--- config.mk ---
export PLATFORM = sky130hd
export DESIGN_NAME = dtmg_top
export DESIGN_NICKNAME = d
export VERILOG_FILES = /design/src/inc/dtmg_pkg.sv /design/src/inc/dtmg_path_if.sv /design/src/hw/dtmg_divisor_lut.sv /design/src/hw/dtmg_tone_path.sv /design/src/hw/dtmg_top.sv
export VERILOG_INCLUDE_DIRS = /design/src /design/src/inc
export SDC_FILE = /design/constraint.sdc
export NUM_CORES = 1
export LEC_CHECK = 0
export ABC_AREA = 1
export CAP_MARGIN = 15
export CORE_MARGIN = 2
export CORE_UTILIZATION = 50
export CTS_CLUSTER_DIAMETER = 30
export DETAILED_ROUTE_END_ITERATION = 10
export DONT_BUFFER_PORTS = 1
export PLACE_DENSITY = 0.63
export REMOVE_ABC_BUFFERS = 1
export SLEW_MARGIN = 20
export SYNTH_ARGS = -nofsm -noshare
export SYNTH_HDL_FRONTEND = slang
export SYNTH_SLANG_ARGS = --single-unit
--- constraint.sdc ---
create_clock -name clk -period 4.7 [get_ports clk]
set_input_delay 0 -clock clk [delete_from_list [all_inputs] [get_ports clk]]
set_output_delay 0 -clock clk [all_outputs]
set_load 0.01 [all_outputs]
--- src/inc/dtmg_defines.svh ---
// Constants for the dual-tone melody generator: map, fields, tables
`ifndef DTMG_DEFINES_SVH
`define DTMG_DEFINES_SVH

// ----------------------------------------------------------------------
// Register indices and byte addresses (byte address = index * 4)
// ----------------------------------------------------------------------
`define DTMG_IDX_ROW_SEL 10'h00d
`define DTMG_IDX_COL_SEL 10'h00e
`define DTMG_IDX_TONE_CTRL 10'h00f
`define DTMG_IDX_POWER 10'h010
`define DTMG_ADDR_ROW_SEL {`DTMG_IDX_ROW_SEL, 2'b00}
`define DTMG_ADDR_COL_SEL {`DTMG_IDX_COL_SEL, 2'b00}
`define DTMG_ADDR_TONE_CTRL {`DTMG_IDX_TONE_CTRL, 2'b00}
`define DTMG_ADDR_POWER {`DTMG_IDX_POWER, 2'b00}

// ----------------------------------------------------------------------
// Field positions and reset values
// ----------------------------------------------------------------------
`define DTMG_TC_MODE_HI 7
`define DTMG_TC_MODE_LO 6
`define DTMG_TC_ROW_EN 5
`define DTMG_TC_COL_EN 4
`define DTMG_TC_OUT_EN 3
`define DTMG_PW_WAIT 0
`define DTMG_PW_STOP 1
`define DTMG_PW_ROW_ACT 4
`define DTMG_PW_COL_ACT 5
`define DTMG_PW_ILLEGAL 6
`define DTMG_SEL_RESET 5'h00
`define DTMG_TC_RESET 8'h00

// ----------------------------------------------------------------------
// Tone codes, scanner and levels
// ----------------------------------------------------------------------
`define DTMG_ROW_DTMF_MAX 5'h03
`define DTMG_COL_DTMF_MIN 5'h10
`define DTMG_COL_DTMF_MAX 5'h13
`define DTMG_SCAN_LAST 5'h1b
`define DTMG_LEVEL_MID 6'h20

// Divisor per tone code in 100 MHz cycles per step, code 31 first
`define DTMG_DIV_TABLE { \
    13'h05e5, 13'h0654, 13'h06c4, 13'h06fc, 13'h076c, 13'h07db, \
    13'h084b, 13'h08f3, 13'h0963, 13'h0a0a, 13'h0a7a, 13'h0b22, \
    13'h0883, 13'h0963, 13'h0a7a, 13'h0b91, \
    13'h0bc9, 13'h0ca9, 13'h0d50, 13'h0e30, 13'h0f0f, 13'h0fef, \
    13'h10ce, 13'h11e6, 13'h12c5, 13'h1414, 13'h152b, 13'h167b, \
    13'h0ed7, 13'h1055, 13'h121e, 13'h1414}

// Staircase sine, 28 entries of 6 bits, entry 27 first
`define DTMG_SINE_TABLE { \
    6'h19, 6'h13, 6'h0d, 6'h08, 6'h04, 6'h02, 6'h01, \
    6'h02, 6'h04, 6'h08, 6'h0d, 6'h13, 6'h19, 6'h1f, \
    6'h27, 6'h2d, 6'h33, 6'h38, 6'h3c, 6'h3e, 6'h3f, \
    6'h3e, 6'h3c, 6'h38, 6'h33, 6'h2d, 6'h27, 6'h20}

`endif

--- src/inc/dtmg_pkg.sv ---
// Types shared by the dual-tone melody generator
package dtmg_pkg;
    typedef enum logic [1:0] {DTMG_SINE, DTMG_SQ1, DTMG_SQ2, DTMG_SQ3}
        dtmg_mode_e;
    typedef logic [4:0] dtmg_code_t;
    typedef logic [12:0] dtmg_div_t;
    typedef logic [5:0] dtmg_level_t;
endpackage

--- src/inc/dtmg_path_if.sv ---
// Signals between the controller and one tone path
`timescale 1ns/1ps
interface dtmg_path_if;
    import dtmg_pkg::*;
    logic run;
    logic hold;
    dtmg_div_t divisor;
    dtmg_level_t sample;
    logic msb;
    modport ctrl (output run, output hold, output divisor,
        input sample, input msb);
    modport path (input run, input hold, input divisor,
        output sample, output msb);
endinterface

--- src/hw/dtmg_divisor_lut.sv ---
// Tone code to divisor lookup and per-path legality check
`timescale 1ns/1ps
`include "dtmg_defines.svh"
module dtmg_divisor_lut #(
    parameter bit COLUMN_PATH = 1'b0
) (
    input wire dtmg_pkg::dtmg_code_t code,
    output wire dtmg_pkg::dtmg_div_t divisor,
    output wire logic legal
);
    import dtmg_pkg::*;

    localparam logic [32*13-1:0] DIV_TABLE = `DTMG_DIV_TABLE;

    // Other group's dialling codes are refused on this path
    wire logic rowDtmf = code <= `DTMG_ROW_DTMF_MAX;
    wire logic colDtmf = code >= `DTMG_COL_DTMF_MIN &&
        code <= `DTMG_COL_DTMF_MAX;
    assign legal = COLUMN_PATH ? !rowDtmf : !colDtmf;

    // Melody codes share one divisor on either path
    assign divisor = DIV_TABLE[code*13 +: 13];
endmodule

--- src/hw/dtmg_tone_path.sv ---
// One tone path: step divider, 28-step scanner and sine lookup
`timescale 1ns/1ps
`include "dtmg_defines.svh"
module dtmg_tone_path (
    input wire logic clk,
    input wire logic rst,
    dtmg_path_if.path pathIf
);
    import dtmg_pkg::*;

    localparam logic [28*6-1:0] SINE_TABLE = `DTMG_SINE_TABLE;

    dtmg_div_t divCnt_reg;
    dtmg_div_t divCnt_next;
    logic [4:0] scan_reg;
    logic [4:0] scan_next;

    // ------------------------------------------------------------------
    // Counter next values
    // ------------------------------------------------------------------
    wire logic stepTick = divCnt_reg >= pathIf.divisor - 13'h0001;
    wire logic scanWrap = scan_reg == `DTMG_SCAN_LAST;

    // Inactive path sits at step zero; hold freezes everything
    assign divCnt_next = !pathIf.run ? 13'h0000 :
        pathIf.hold ? divCnt_reg :
        stepTick ? 13'h0000 : divCnt_reg + 13'h0001;
    assign scan_next = !pathIf.run ? 5'h00 :
        (pathIf.hold || !stepTick) ? scan_reg :
        scanWrap ? 5'h00 : scan_reg + 5'h01;

    // Divider and scanner registers
    always_ff @(posedge clk or posedge rst)
    begin
        if (rst)
        begin
            divCnt_reg <= 13'h0000;
            scan_reg <= 5'h00;
        end
        else
        begin
            divCnt_reg <= divCnt_next;
            scan_reg <= scan_next;
        end
    end

    // Entry zero holds the midpoint value
    assign pathIf.sample = SINE_TABLE[scan_reg*6 +: 6];
    assign pathIf.msb = pathIf.sample[5];

    // ------------------------------------------------------------------
    // Checks
    // ------------------------------------------------------------------
    property p_scan_wrap;
        @(posedge clk) disable iff (rst)
        pathIf.run && !pathIf.hold && stepTick && scanWrap |=>
            scan_reg == 5'h00;
    endproperty
    a_scan_wrap: assert property (p_scan_wrap)
        else $error("scanner did not wrap after step 27");

    property p_scan_range;
        @(posedge clk) disable iff (rst)
        scan_reg <= `DTMG_SCAN_LAST;
    endproperty
    a_scan_range: assert property (p_scan_range)
        else $error("scanner beyond 28 steps");
endmodule

--- src/hw/dtmg_top.sv ---
// Dual-tone melody generator with APB control registers
//
// The APB interface to the registers and the placing of the registers were chosen for this implementation.
`timescale 1ns/1ps
`include "dtmg_defines.svh"

module dtmg_top (
    input wire logic clk,
    input wire logic rst,
    input wire logic psel,
    input wire logic penable,
    input wire logic pwrite,
    input wire logic [11:0] paddr,
    input wire logic [31:0] pwdata,
    output logic [31:0] prdata,
    output logic pready,
    output logic pslverr,
    output dtmg_pkg::dtmg_level_t mixedToneRowLevel,
    output dtmg_pkg::dtmg_level_t mixedToneColumnLevel,
    output logic mixedTonePinOe,
    output logic pacifierPin
);
    import dtmg_pkg::*;

    // ------------------------------------------------------------------
    // Declarations
    // ------------------------------------------------------------------
    dtmg_code_t rowToneSelect_reg;
    dtmg_code_t columnToneSelect_reg;
    dtmg_mode_e waveformMode_reg;
    logic rowPathEnable_reg;
    logic columnPathEnable_reg;
    logic mixedOutputEnable_reg;
    logic waitReq_reg;
    logic stopReq_reg;
    logic [31:0] prdata_reg;
    logic pready_reg;
    logic pslverr_reg;
    dtmg_level_t rowLevel_reg;
    dtmg_level_t columnLevel_reg;
    logic mixedTonePinOe_reg;
    logic pacifierPin_reg;
    dtmg_div_t rowDivisor;
    dtmg_div_t columnDivisor;
    logic rowLegal;
    logic columnLegal;

    dtmg_path_if rowIf ();
    dtmg_path_if columnIf ();

    // ------------------------------------------------------------------
    // APB decode
    // ------------------------------------------------------------------
    wire logic setupPhase = psel && !penable;
    wire logic accessDone = psel && penable && pready_reg;
    wire logic hitRow = paddr == `DTMG_ADDR_ROW_SEL;
    wire logic hitColumn = paddr == `DTMG_ADDR_COL_SEL;
    wire logic hitCtrl = paddr == `DTMG_ADDR_TONE_CTRL;
    wire logic hitPower = paddr == `DTMG_ADDR_POWER;
    wire logic unmapped = !(hitRow || hitColumn || hitCtrl || hitPower);
    wire logic wrRow = accessDone && pwrite && hitRow;
    wire logic wrColumn = accessDone && pwrite && hitColumn;
    wire logic wrCtrl = accessDone && pwrite && hitCtrl;
    wire logic wrPower = accessDone && pwrite && hitPower;

    // ------------------------------------------------------------------
    // Legality and path control
    // ------------------------------------------------------------------
    dtmg_divisor_lut #(
        .COLUMN_PATH(1'b0)
    ) u_row_lut (
        .code(rowToneSelect_reg),
        .divisor(rowDivisor),
        .legal(rowLegal)
    );

    dtmg_divisor_lut #(
        .COLUMN_PATH(1'b1)
    ) u_column_lut (
        .code(columnToneSelect_reg),
        .divisor(columnDivisor),
        .legal(columnLegal)
    );

    // Checked every cycle on the current selects
    wire logic illegalCode = !rowLegal || !columnLegal;
    wire logic rowRun = rowPathEnable_reg && !illegalCode;
    wire logic columnRun = columnPathEnable_reg && !illegalCode;
    wire logic squareMode = waveformMode_reg != DTMG_SINE;
    wire logic pacifierMode = waveformMode_reg == DTMG_SQ2 ||
        waveformMode_reg == DTMG_SQ3;

    // Path hookup; stop freezes both paths, wait does not
    assign rowIf.run = rowRun;
    assign rowIf.hold = stopReq_reg;
    assign rowIf.divisor = rowDivisor;
    assign columnIf.run = columnRun;
    assign columnIf.hold = stopReq_reg;
    assign columnIf.divisor = columnDivisor;

    dtmg_tone_path u_row_path (
        .clk(clk),
        .rst(rst),
        .pathIf(rowIf.path)
    );

    dtmg_tone_path u_column_path (
        .clk(clk),
        .rst(rst),
        .pathIf(columnIf.path)
    );

    // ------------------------------------------------------------------
    // Output shaping
    // ------------------------------------------------------------------
    // Square modes keep only the top bit of each entry
    wire dtmg_level_t rowShaped = squareMode ?
        {rowIf.msb, 5'h00} : rowIf.sample;
    wire dtmg_level_t columnShaped = squareMode ?
        {columnIf.msb, 5'h00} : columnIf.sample;
    wire logic rowToMix = rowRun && mixedOutputEnable_reg &&
        !stopReq_reg && waveformMode_reg != DTMG_SQ3;
    wire logic columnToMix = columnRun && mixedOutputEnable_reg &&
        !stopReq_reg;
    wire dtmg_level_t rowLevel_next = rowToMix ?
        rowShaped : `DTMG_LEVEL_MID;
    wire dtmg_level_t columnLevel_next = columnToMix ?
        columnShaped : `DTMG_LEVEL_MID;
    wire logic mixedTonePinOe_next = mixedOutputEnable_reg &&
        !stopReq_reg;
    wire logic pacifierPin_next = (pacifierMode && rowRun &&
        !stopReq_reg) ? rowIf.msb : 1'b1;

    // ------------------------------------------------------------------
    // Read data
    // ------------------------------------------------------------------
    wire logic [31:0] rdRow = {27'h0, rowToneSelect_reg};
    wire logic [31:0] rdColumn = {27'h0, columnToneSelect_reg};
    wire logic [31:0] rdCtrl = {24'h000000, waveformMode_reg,
        rowPathEnable_reg, columnPathEnable_reg,
        mixedOutputEnable_reg, 3'h0};
    wire logic [31:0] rdPower = {25'h0, illegalCode, columnRun,
        rowRun, 2'h0, stopReq_reg, waitReq_reg};
    wire logic [31:0] rdMux = hitRow ? rdRow :
        hitColumn ? rdColumn :
        hitCtrl ? rdCtrl :
        hitPower ? rdPower : 32'h00000000;

    // ------------------------------------------------------------------
    // Registers
    // ------------------------------------------------------------------
    // APB answer: ready in the access cycle after setup
    always_ff @(posedge clk or posedge rst)
    begin
        if (rst)
        begin
            prdata_reg <= 32'h00000000;
            pready_reg <= 1'b0;
            pslverr_reg <= 1'b0;
        end
        else
        begin
            prdata_reg <= setupPhase ? rdMux : prdata_reg;
            pready_reg <= setupPhase;
            pslverr_reg <= setupPhase && unmapped;
        end
    end

    // Tone selects
    always_ff @(posedge clk or posedge rst)
    begin
        if (rst)
        begin
            rowToneSelect_reg <= `DTMG_SEL_RESET;
            columnToneSelect_reg <= `DTMG_SEL_RESET;
        end
        else
        begin
            if (wrRow)
                rowToneSelect_reg <= pwdata[4:0];
            if (wrColumn)
                columnToneSelect_reg <= pwdata[4:0];
        end
    end

    // Tone control; both enables land from one write word
    always_ff @(posedge clk or posedge rst)
    begin
        if (rst)
        begin
            waveformMode_reg <= dtmg_mode_e'(`DTMG_TC_RESET >> 6);
            rowPathEnable_reg <= 1'b0;
            columnPathEnable_reg <= 1'b0;
            mixedOutputEnable_reg <= 1'b0;
        end
        else if (wrCtrl)
        begin
            waveformMode_reg <= dtmg_mode_e'(pwdata[7:6]);
            rowPathEnable_reg <= pwdata[`DTMG_TC_ROW_EN];
            columnPathEnable_reg <= pwdata[`DTMG_TC_COL_EN];
            mixedOutputEnable_reg <= pwdata[`DTMG_TC_OUT_EN];
        end
    end

    // Low-power requests
    always_ff @(posedge clk or posedge rst)
    begin
        if (rst)
        begin
            waitReq_reg <= 1'b0;
            stopReq_reg <= 1'b0;
        end
        else if (wrPower)
        begin
            waitReq_reg <= pwdata[`DTMG_PW_WAIT];
            stopReq_reg <= pwdata[`DTMG_PW_STOP];
        end
    end

    // Pin registers
    always_ff @(posedge clk or posedge rst)
    begin
        if (rst)
        begin
            rowLevel_reg <= `DTMG_LEVEL_MID;
            columnLevel_reg <= `DTMG_LEVEL_MID;
            mixedTonePinOe_reg <= 1'b0;
            pacifierPin_reg <= 1'b1;
        end
        else
        begin
            rowLevel_reg <= rowLevel_next;
            columnLevel_reg <= columnLevel_next;
            mixedTonePinOe_reg <= mixedTonePinOe_next;
            pacifierPin_reg <= pacifierPin_next;
        end
    end

    // Outputs straight from flip-flops
    assign prdata = prdata_reg;
    assign pready = pready_reg;
    assign pslverr = pslverr_reg;
    assign mixedToneRowLevel = rowLevel_reg;
    assign mixedToneColumnLevel = columnLevel_reg;
    assign mixedTonePinOe = mixedTonePinOe_reg;
    assign pacifierPin = pacifierPin_reg;

    // ------------------------------------------------------------------
    // Checks
    // ------------------------------------------------------------------
    property p_illegal_mute;
        @(posedge clk) disable iff (rst)
        illegalCode |=> pacifierPin_reg &&
            rowLevel_reg == `DTMG_LEVEL_MID &&
            columnLevel_reg == `DTMG_LEVEL_MID;
    endproperty
    a_illegal_mute: assert property (p_illegal_mute)
        else $error("tone not muted on illegal code");

    property p_cross_code;
        @(posedge clk) disable iff (rst)
        rowToneSelect_reg inside {[5'h10:5'h13]} ||
            columnToneSelect_reg <= 5'h03 |-> !rowRun && !columnRun;
    endproperty
    a_cross_code: assert property (p_cross_code)
        else $error("cross-group code not refused");

    property p_pacifier_high;
        @(posedge clk) disable iff (rst)
        !pacifierMode |=> pacifierPin_reg;
    endproperty
    a_pacifier_high: assert property (p_pacifier_high)
        else $error("pacifier not high in modes 00 and 01");

    property p_pacifier_row;
        @(posedge clk) disable iff (rst)
        pacifierMode && rowRun && !stopReq_reg |=>
            pacifierPin_reg == $past(rowIf.msb);
    endproperty
    a_pacifier_row: assert property (p_pacifier_row)
        else $error("pacifier does not follow row top bit");

    property p_sq3_no_row;
        @(posedge clk) disable iff (rst)
        waveformMode_reg == DTMG_SQ3 |=>
            rowLevel_reg == `DTMG_LEVEL_MID;
    endproperty
    a_sq3_no_row: assert property (p_sq3_no_row)
        else $error("row tone present in mode 11");

    property p_both_off;
        @(posedge clk) disable iff (rst)
        !rowPathEnable_reg && !columnPathEnable_reg |=>
            rowIf.sample == `DTMG_LEVEL_MID &&
            columnIf.sample == `DTMG_LEVEL_MID;
    endproperty
    a_both_off: assert property (p_both_off)
        else $error("paths not reset with both enables low");

    property p_start_mid;
        @(posedge clk) disable iff (rst)
        $rose(rowRun) |-> rowIf.sample == `DTMG_LEVEL_MID;
    endproperty
    a_start_mid: assert property (p_start_mid)
        else $error("row path did not start from reset");

    property p_out_enable;
        @(posedge clk) disable iff (rst)
        !mixedOutputEnable_reg |=> !mixedTonePinOe_reg &&
            rowLevel_reg == `DTMG_LEVEL_MID;
    endproperty
    a_out_enable: assert property (p_out_enable)
        else $error("mixed output active without enable");

    property p_square_mask;
        @(posedge clk) disable iff (rst)
        squareMode |=> rowLevel_reg[4:0] == 5'h00 &&
            columnLevel_reg[4:0] == 5'h00;
    endproperty
    a_square_mask: assert property (p_square_mask)
        else $error("low bits not masked in square mode");

    property p_stop_idle;
        @(posedge clk) disable iff (rst)
        stopReq_reg |=> pacifierPin_reg && !mixedTonePinOe_reg;
    endproperty
    a_stop_idle: assert property (p_stop_idle)
        else $error("pins not idle in stop");
endmodule

Yosys cells after proc, flatten, opt, wreduce, memory -nomap -nowiden
Cells that the tools add are included.

cells by class
  multiply operators = 4
  shift operators = 4
  bitwise logic cells = 0
  reduce and logical (&&, ||, !) cells = 34
  equal/unequal tests = 13
  div/mod/pow operators = 0
  magnitude comparators = 5
  $add $sub $neg = 6
  multiplexer cells = 21

operators by type and width
  cell                        count
  $shiftx 416x10->13 const A  2
  $shiftx 168x9->6 const A    2
  $mux 13                     6
  $mux 5                      8
  $eq 12x6->1 const B         3
  $add 13x1->13 const B       2
  $ge 13x13->1                2
  $sub 13x1->13 const B       2
  $mux 8                      3
  $logic_and 1x1->1           20
  $mul 5x4->9 const B         2
  $mul 5x2->7 const B         2
  $eq 12x7->1 const B         1
  $mux 6                      2
  $add 5x1->5 const B         2
  $eq 5x5->1 const B          2
  $ne 2x2->1 const B          5
  $logic_or 1x1->1            7
  $mux 7                      1
  $logic_not 1->1             6
  $ge 5x5->1 const B          1
  $le 5x2->1 const B          1
  $le 5x5->1 const B          1
  $eq 2x2->1 const B          2
  2 further kinds             2

storage, ports and cells
  ROM bits = 0
  output and inout bits = 48
  memory bits (writable) = 0
  bits in registers = 101
  input port bits = 49
  bits in latches = 0
  memories = 0

Depth between registers and ports, before layout
  depth in word-level cells = 9
  depth in mapped cells = 26
  depth with buffers taken out = 25

By module
A second synthesis with hierarchy kept.

second synthesis, totals
  cells, all modules = 1,107
  area total of the unflattened synthesis = 7,568.5 um2

by module, submodules not included
  module                            sequential area each (um2)  instances  cells an instance  area an instance (um2)
  dtmg_top                          1,029.7                     1          259                2,138.3
  dtmg_tone_path at u_row_path      450.4                       1          291                2,082.0
  dtmg_tone_path at u_column_path   450.4                       1          289                2,010.7
  dtmg_divisor_lut at u_column_lut  0.0                         1          134                688.2
  dtmg_divisor_lut at u_row_lut     0.0                         1          134                649.4

Least setup slack after synthesis
OpenSTA, ideal clock, no wires.

  path type = reg2reg
  start = register rowToneSelect_reg[0]
  end = register u_row_path.divCnt_reg[10]
  data arrival time = 3.133 ns
  stages on the path, launching flop included = 26
  slack = 1.495 ns
  cell sequence = dfrtp_1 clkbuf_2 inv_1 ha_1 inv_1 nand2_1 nand3_1 o211ai_1 nand2_1 inv_1 ha_1 inv_1 nor3b_1 nand2_1 o21bai_1 nand2_1 ha_1 nand2_1 nand2_1 nand2_1 nand2_1 a21oi_1 nand3_4 nand2_1 nand2_1 nor2_1

on the way
  cells in the longest elaborated chain, start to end = 7

RTL lines
  what                      line                    text
  start: declaration        dtmg_top.sv:28          dtmg_code_t rowToneSelect_reg;
  start signal: assignment  dtmg_top.sv:174         rowToneSelect_reg <= `DTMG_SEL_RESET;
  start signal: assignment  dtmg_top.sv:180         rowToneSelect_reg <= pwdata[4:0];
  $mul 5x4->9               dtmg_divisor_lut.sv:22  assign divisor = DIV_TABLE[code*13 +: 13];
  $shiftx 416x10->13        dtmg_divisor_lut.sv:22
  $sub 13x1->13             dtmg_tone_path.sv:21    wire logic stepTick = divCnt_reg >= pathIf.divisor - 13'h0001;
  $ge 13x13->1              dtmg_tone_path.sv:21
  $mux 13                   dtmg_tone_path.sv:27    stepTick ? 13'h0000 : divCnt_reg + 13'h0001;
  $mux 13                   dtmg_tone_path.sv:26    pathIf.hold ? divCnt_reg :
  $mux 13                   dtmg_tone_path.sv:25    assign divCnt_next = !pathIf.run ? 13'h0000 :
  end signal: assignment    dtmg_tone_path.sv:42    divCnt_reg <= divCnt_next;
  end: declaration          dtmg_tone_path.sv:13    dtmg_div_t divCnt_reg;

Several ways; a longest one is shown, not always the timed one. The select of a mux whose other input is x is not followed.
A chain may end at the register's enable or synchronous reset.

Worst setup path in the final report
  start = register rowToneSelect_reg[2]
  end = register u_row_path.divCnt_reg[10]

Same word-level chain as after synthesis.

==> summary.md <==
| Metric | Value |
|---|---|
| Setup_tns | `0 ns` |
| Comb pwr share | `between 3 and 4%` |
| Placed inst area | `between 6000 and 7000 um^2` |
| Largest cells by area after synthesis | `dfrtp_1, nand2_1, ha_1, nand3_1, inv_1` |
| Setup CP Type | `flop to flop` |
| Setup violations, final | `0` |
| Predominant post-synthesis flop cell | `dfrtp_1` |
| Wire length of the first global-routing pass | `approximately 28000 um` |
| # Post-CTS Setup Buffers | `0` |
| Clk sinks | `77` |
| Worst vdd ir | `approximately 0.18 mV` |
| RSZ-0062 raised after global routing | `no` |
| Number of synthesized flops with an enable pin | `0` |
| CP bufs+invs | `3` |
| Vias in the first global route | `around 6000` |
| I/O pins | `between 90 and 100` |
| Slowest stage cell on the critical path | `dfrtp_1` |
| Fin nets | `around 1100` |
| Mapped cell area | `6880 um^2` |
| DRT iter0 DRCs | `approximately 500` |
| Critical Path Source Type | `flop` |
| H-tree Lvls | `3` |
| Worst-skew pair later-pin latency | `around 0.34 ns` |
| Antenna diode count | `0` |
| CTS clk-pin slew, worst paths | `0.06 ns` |
| Synth Warn # | `0` |
| Finished Cell Area | `7300 um^2` |
| Die width | `between 100 and 150 um` |
| CP Data Arrival Time | `between 4 and 5 ns` |
| Via count | `roughly 6300` |
| # hold bufs at CTS | `11` |
| Core Rows | `42` |
| Tot GR Track Use | `23.4%` |
| Largest net degree at the start of global routing | `between 70 and 80` |
| Root Driver | `clkbuf_16` |
| Gpl congestion | `around 0.91` |
| Peak Freq | `roughly 260 MHz` |
| Cell taking the most area after synthesis | `dfrtp_1` |
| I/O Buffers | `0` |
| Routed WL | `16000 um` |
| Leakage power total | `0.00367 uW` |
| Initial core utilization | `51.5%` |
| Synth top cells by count | `nand2_1, inv_1, nor2_1` |
| Async SR Flop Fraction | `100%` |
| DRT antenna net count | `0` |
| Placed wire-length estimate | `11800 um` |
| Switching power | `341 uW` |
| GRT overflow | `0` |
| Crit Path Max Fanout | `18` |
| Maximum clock path buffer count | `2` |
| DIE HEIGHT | `121 um` |
| Pwr per Cell Area | `about 200 nW/um^2` |
| Die area | `roughly 15000 um^2` |
| Vias per cell | `5.25` |
| Post-cts resize count | `0` |
| Internal Pwr Total | `1100 uW` |
| Final hold vios | `0` |
| Post-synthesis sequential area ratio | `approximately 28%` |
| Slew @ Worst Pin | `1.10 ns` |
| Worst hold path type | `input pin to flop` |
| Sequential power share | `a little under half` |
| Routed length per instance | `approximately 13 um` |
| Count leader, synth | `nand2_1` |
| CTS tree | `yes` |
| Slew Viols, Final | `0` |
| Synth Instances | `between 1000 and 1500` |
| Core Footprint | `roughly 13000 um^2` |
| DRC | `0` |
| Net Sw Frac | `about a quarter` |
| FF+latch count, synth | `77` |
| Initial antenna violation count | `0` |
| CP Capture Type | `flop` |
| Synth top area share | `a little over a quarter` |
| DR pass1 iterations | `5` |
| P&R area growth vs syn | `6.09%` |
| Outcome | `completed` |
| Fin crit period | `3.88 ns` |
| Worst path max stage delay | `0.67 ns` |
| Overall power | `roughly 1400 uW` |
| Yosys cell types | `51` |
| Clock power frac | `50.3%` |
| Post-Route Skew | `0.00810 ns` |
| Rel. slew slack | `between 20% and 30%` |
| Period utilisation layout | `82.5%` |
| MaxCap Viol Count | `0` |
| CP required | `between 4 and 5 ns` |
| Total CTS buffers | `9` |
| Total of fill cells in the finished design | `between 1000 and 1500` |
| Mapped Avg Cell Area | `6.75 um^2` |
| Critical path's most frequent cell | `nand2_1` |
| Critical path's top delay family | `simple AND/OR/NAND/NOR gates` |
| Final core area utilization | `54.7%` |
| Share of post-route cells with drive strength above 1 | `under 10%` |
| CP Cell Sequence | `inv_1 > nand2_1 > nand3_1 > o211ai_1 > nand2_1 > inv_1 > ha_1 > inv_1 > nor3b_1 > nand2_1 > o21bai_1 > nand2_1 > ha_1 > nand2_1 > nand2_1 > nand2_1 > nand2_1 > a21oi_1 > nand3_4 > nand2_1 > nand2_1 > nor2_1` |
-- worst paths after layout --
kind / from / end / slack [ns] / cells after the start
min in group asynchronous: rst / mixedTonePinOe / 0.14 / 3
max in group asynchronous: rst / prdata[3] / 3.98 / 4
max reg2reg: rowToneSelect_reg[2] / u_row_path.divCnt_reg[10] / 0.82 / 22
min: psel / waitReq_reg / 0.06 / 4
min reg2reg: mixedOutputEnable_reg / mixedOutputEnable_reg / 0.48 / 2
max: rowToneSelect_reg[2] / u_row_path.divCnt_reg[10] / 0.82 / 22
-- worst reg2reg max path: stages (launching register included) --
cell and delay [ns]:
dfrtp_1 0.67, inv_1 0.32, nand2_1 0.21, nand3_1 0.09
o211ai_1 0.09, nand2_1 0.09, inv_1 0.12, ha_1 0.20
inv_1 0.05, nor3b_1 0.19, nand2_1 0.13, o21bai_1 0.14
nand2_1 0.06, ha_1 0.30, nand2_1 0.07, nand2_1 0.04
nand2_1 0.05, nand2_1 0.04, a21oi_1 0.20, nand3_4 0.19
nand2_1 0.23, nand2_1 0.18, nor2_1 0.15
-- power groups by stage --
stage          registers (uW)  clock network [uW]  logic, uW
2_1_floorplan             679                   0       29.0
3_3_place_gp              679                   0       37.2
3_5_place_dp              679                   0       37.6
4_1_cts                   667                 733       45.3
5_1_grt                   667                 761       54.5
6_report                  667                 724       47.3
-- area by class of cell --
class	count	area (um^2)	share of cell area (%)
well taps	176	220	3.02
clock inverters	7	77.6	1.06
flip-flops and latches	77	1930	26.5
multi-input cells	784	4190	57.4
repair buffers	16	168	2.30
inverters	128	487	6.67
clock buffers	9	225	3.09
-- logic make-up (layout without fill, tap and decap cells) --
| family | count (synthesis) | after routing | synth area share [%] |
|---|---|---|---|
| compound gates | 133 | 133 | 10.6 |
| other cells | 1 | 24 | 0.0545 |
| flops | 77 | 77 | 28.1 |
| buf+inv | 181 | 160 | 12.3 |
| simple gates | 546 | 546 | 35.5 |
| xor+xnor | 24 | 24 | 3.06 |
| fa+ha+maj | 57 | 57 | 10.4 |
-- layout by cell type (no fill, tap or decap), types with 4 or more instances in the layout --
master and count:
nor2_1 109, inv_2 4, inv_6 4, dlygate4sd3_1 11, conb_1 24, o211ai_1 11
nand2_1 276, xor2_1 19, inv_1 117, dfrtp_1 74, o21ai_0 70, buf_4 4
clkbuf_16 9, xnor2_1 5, nand4_1 25, clkinv_1 5, nor3_1 18, nand3_1 93
a21oi_1 35, ha_1 57
-- layer usage --
metal | vias up | wire length (um) | track usage [%] | part of all wire [%]
met1 | 2851 | 7670 | 31.5 | 48
met5 | - | 0 | 0 | 0
met2 | 157 | 7420 | 38.9 | 46
met4 | 0 | 161 | 4.89 | 1.0
met3 | 16 | 726 | 4.61 | 4.5
li1 | 3265 | - | - | -
-- through the flow --
stage	setup WS [ns]	hold WS, ns	cells
after floorplan	1.43	0.159	989
after global placement	0.898	0.163	1169
after detailed placement	0.895	0.171	1169
after CTS	0.824	0.0545	1196
after global routing	0.244	0.0944	1197
final	0.822	0.0616	1197
No activity file was read; power rests on OpenSTA's default activity.
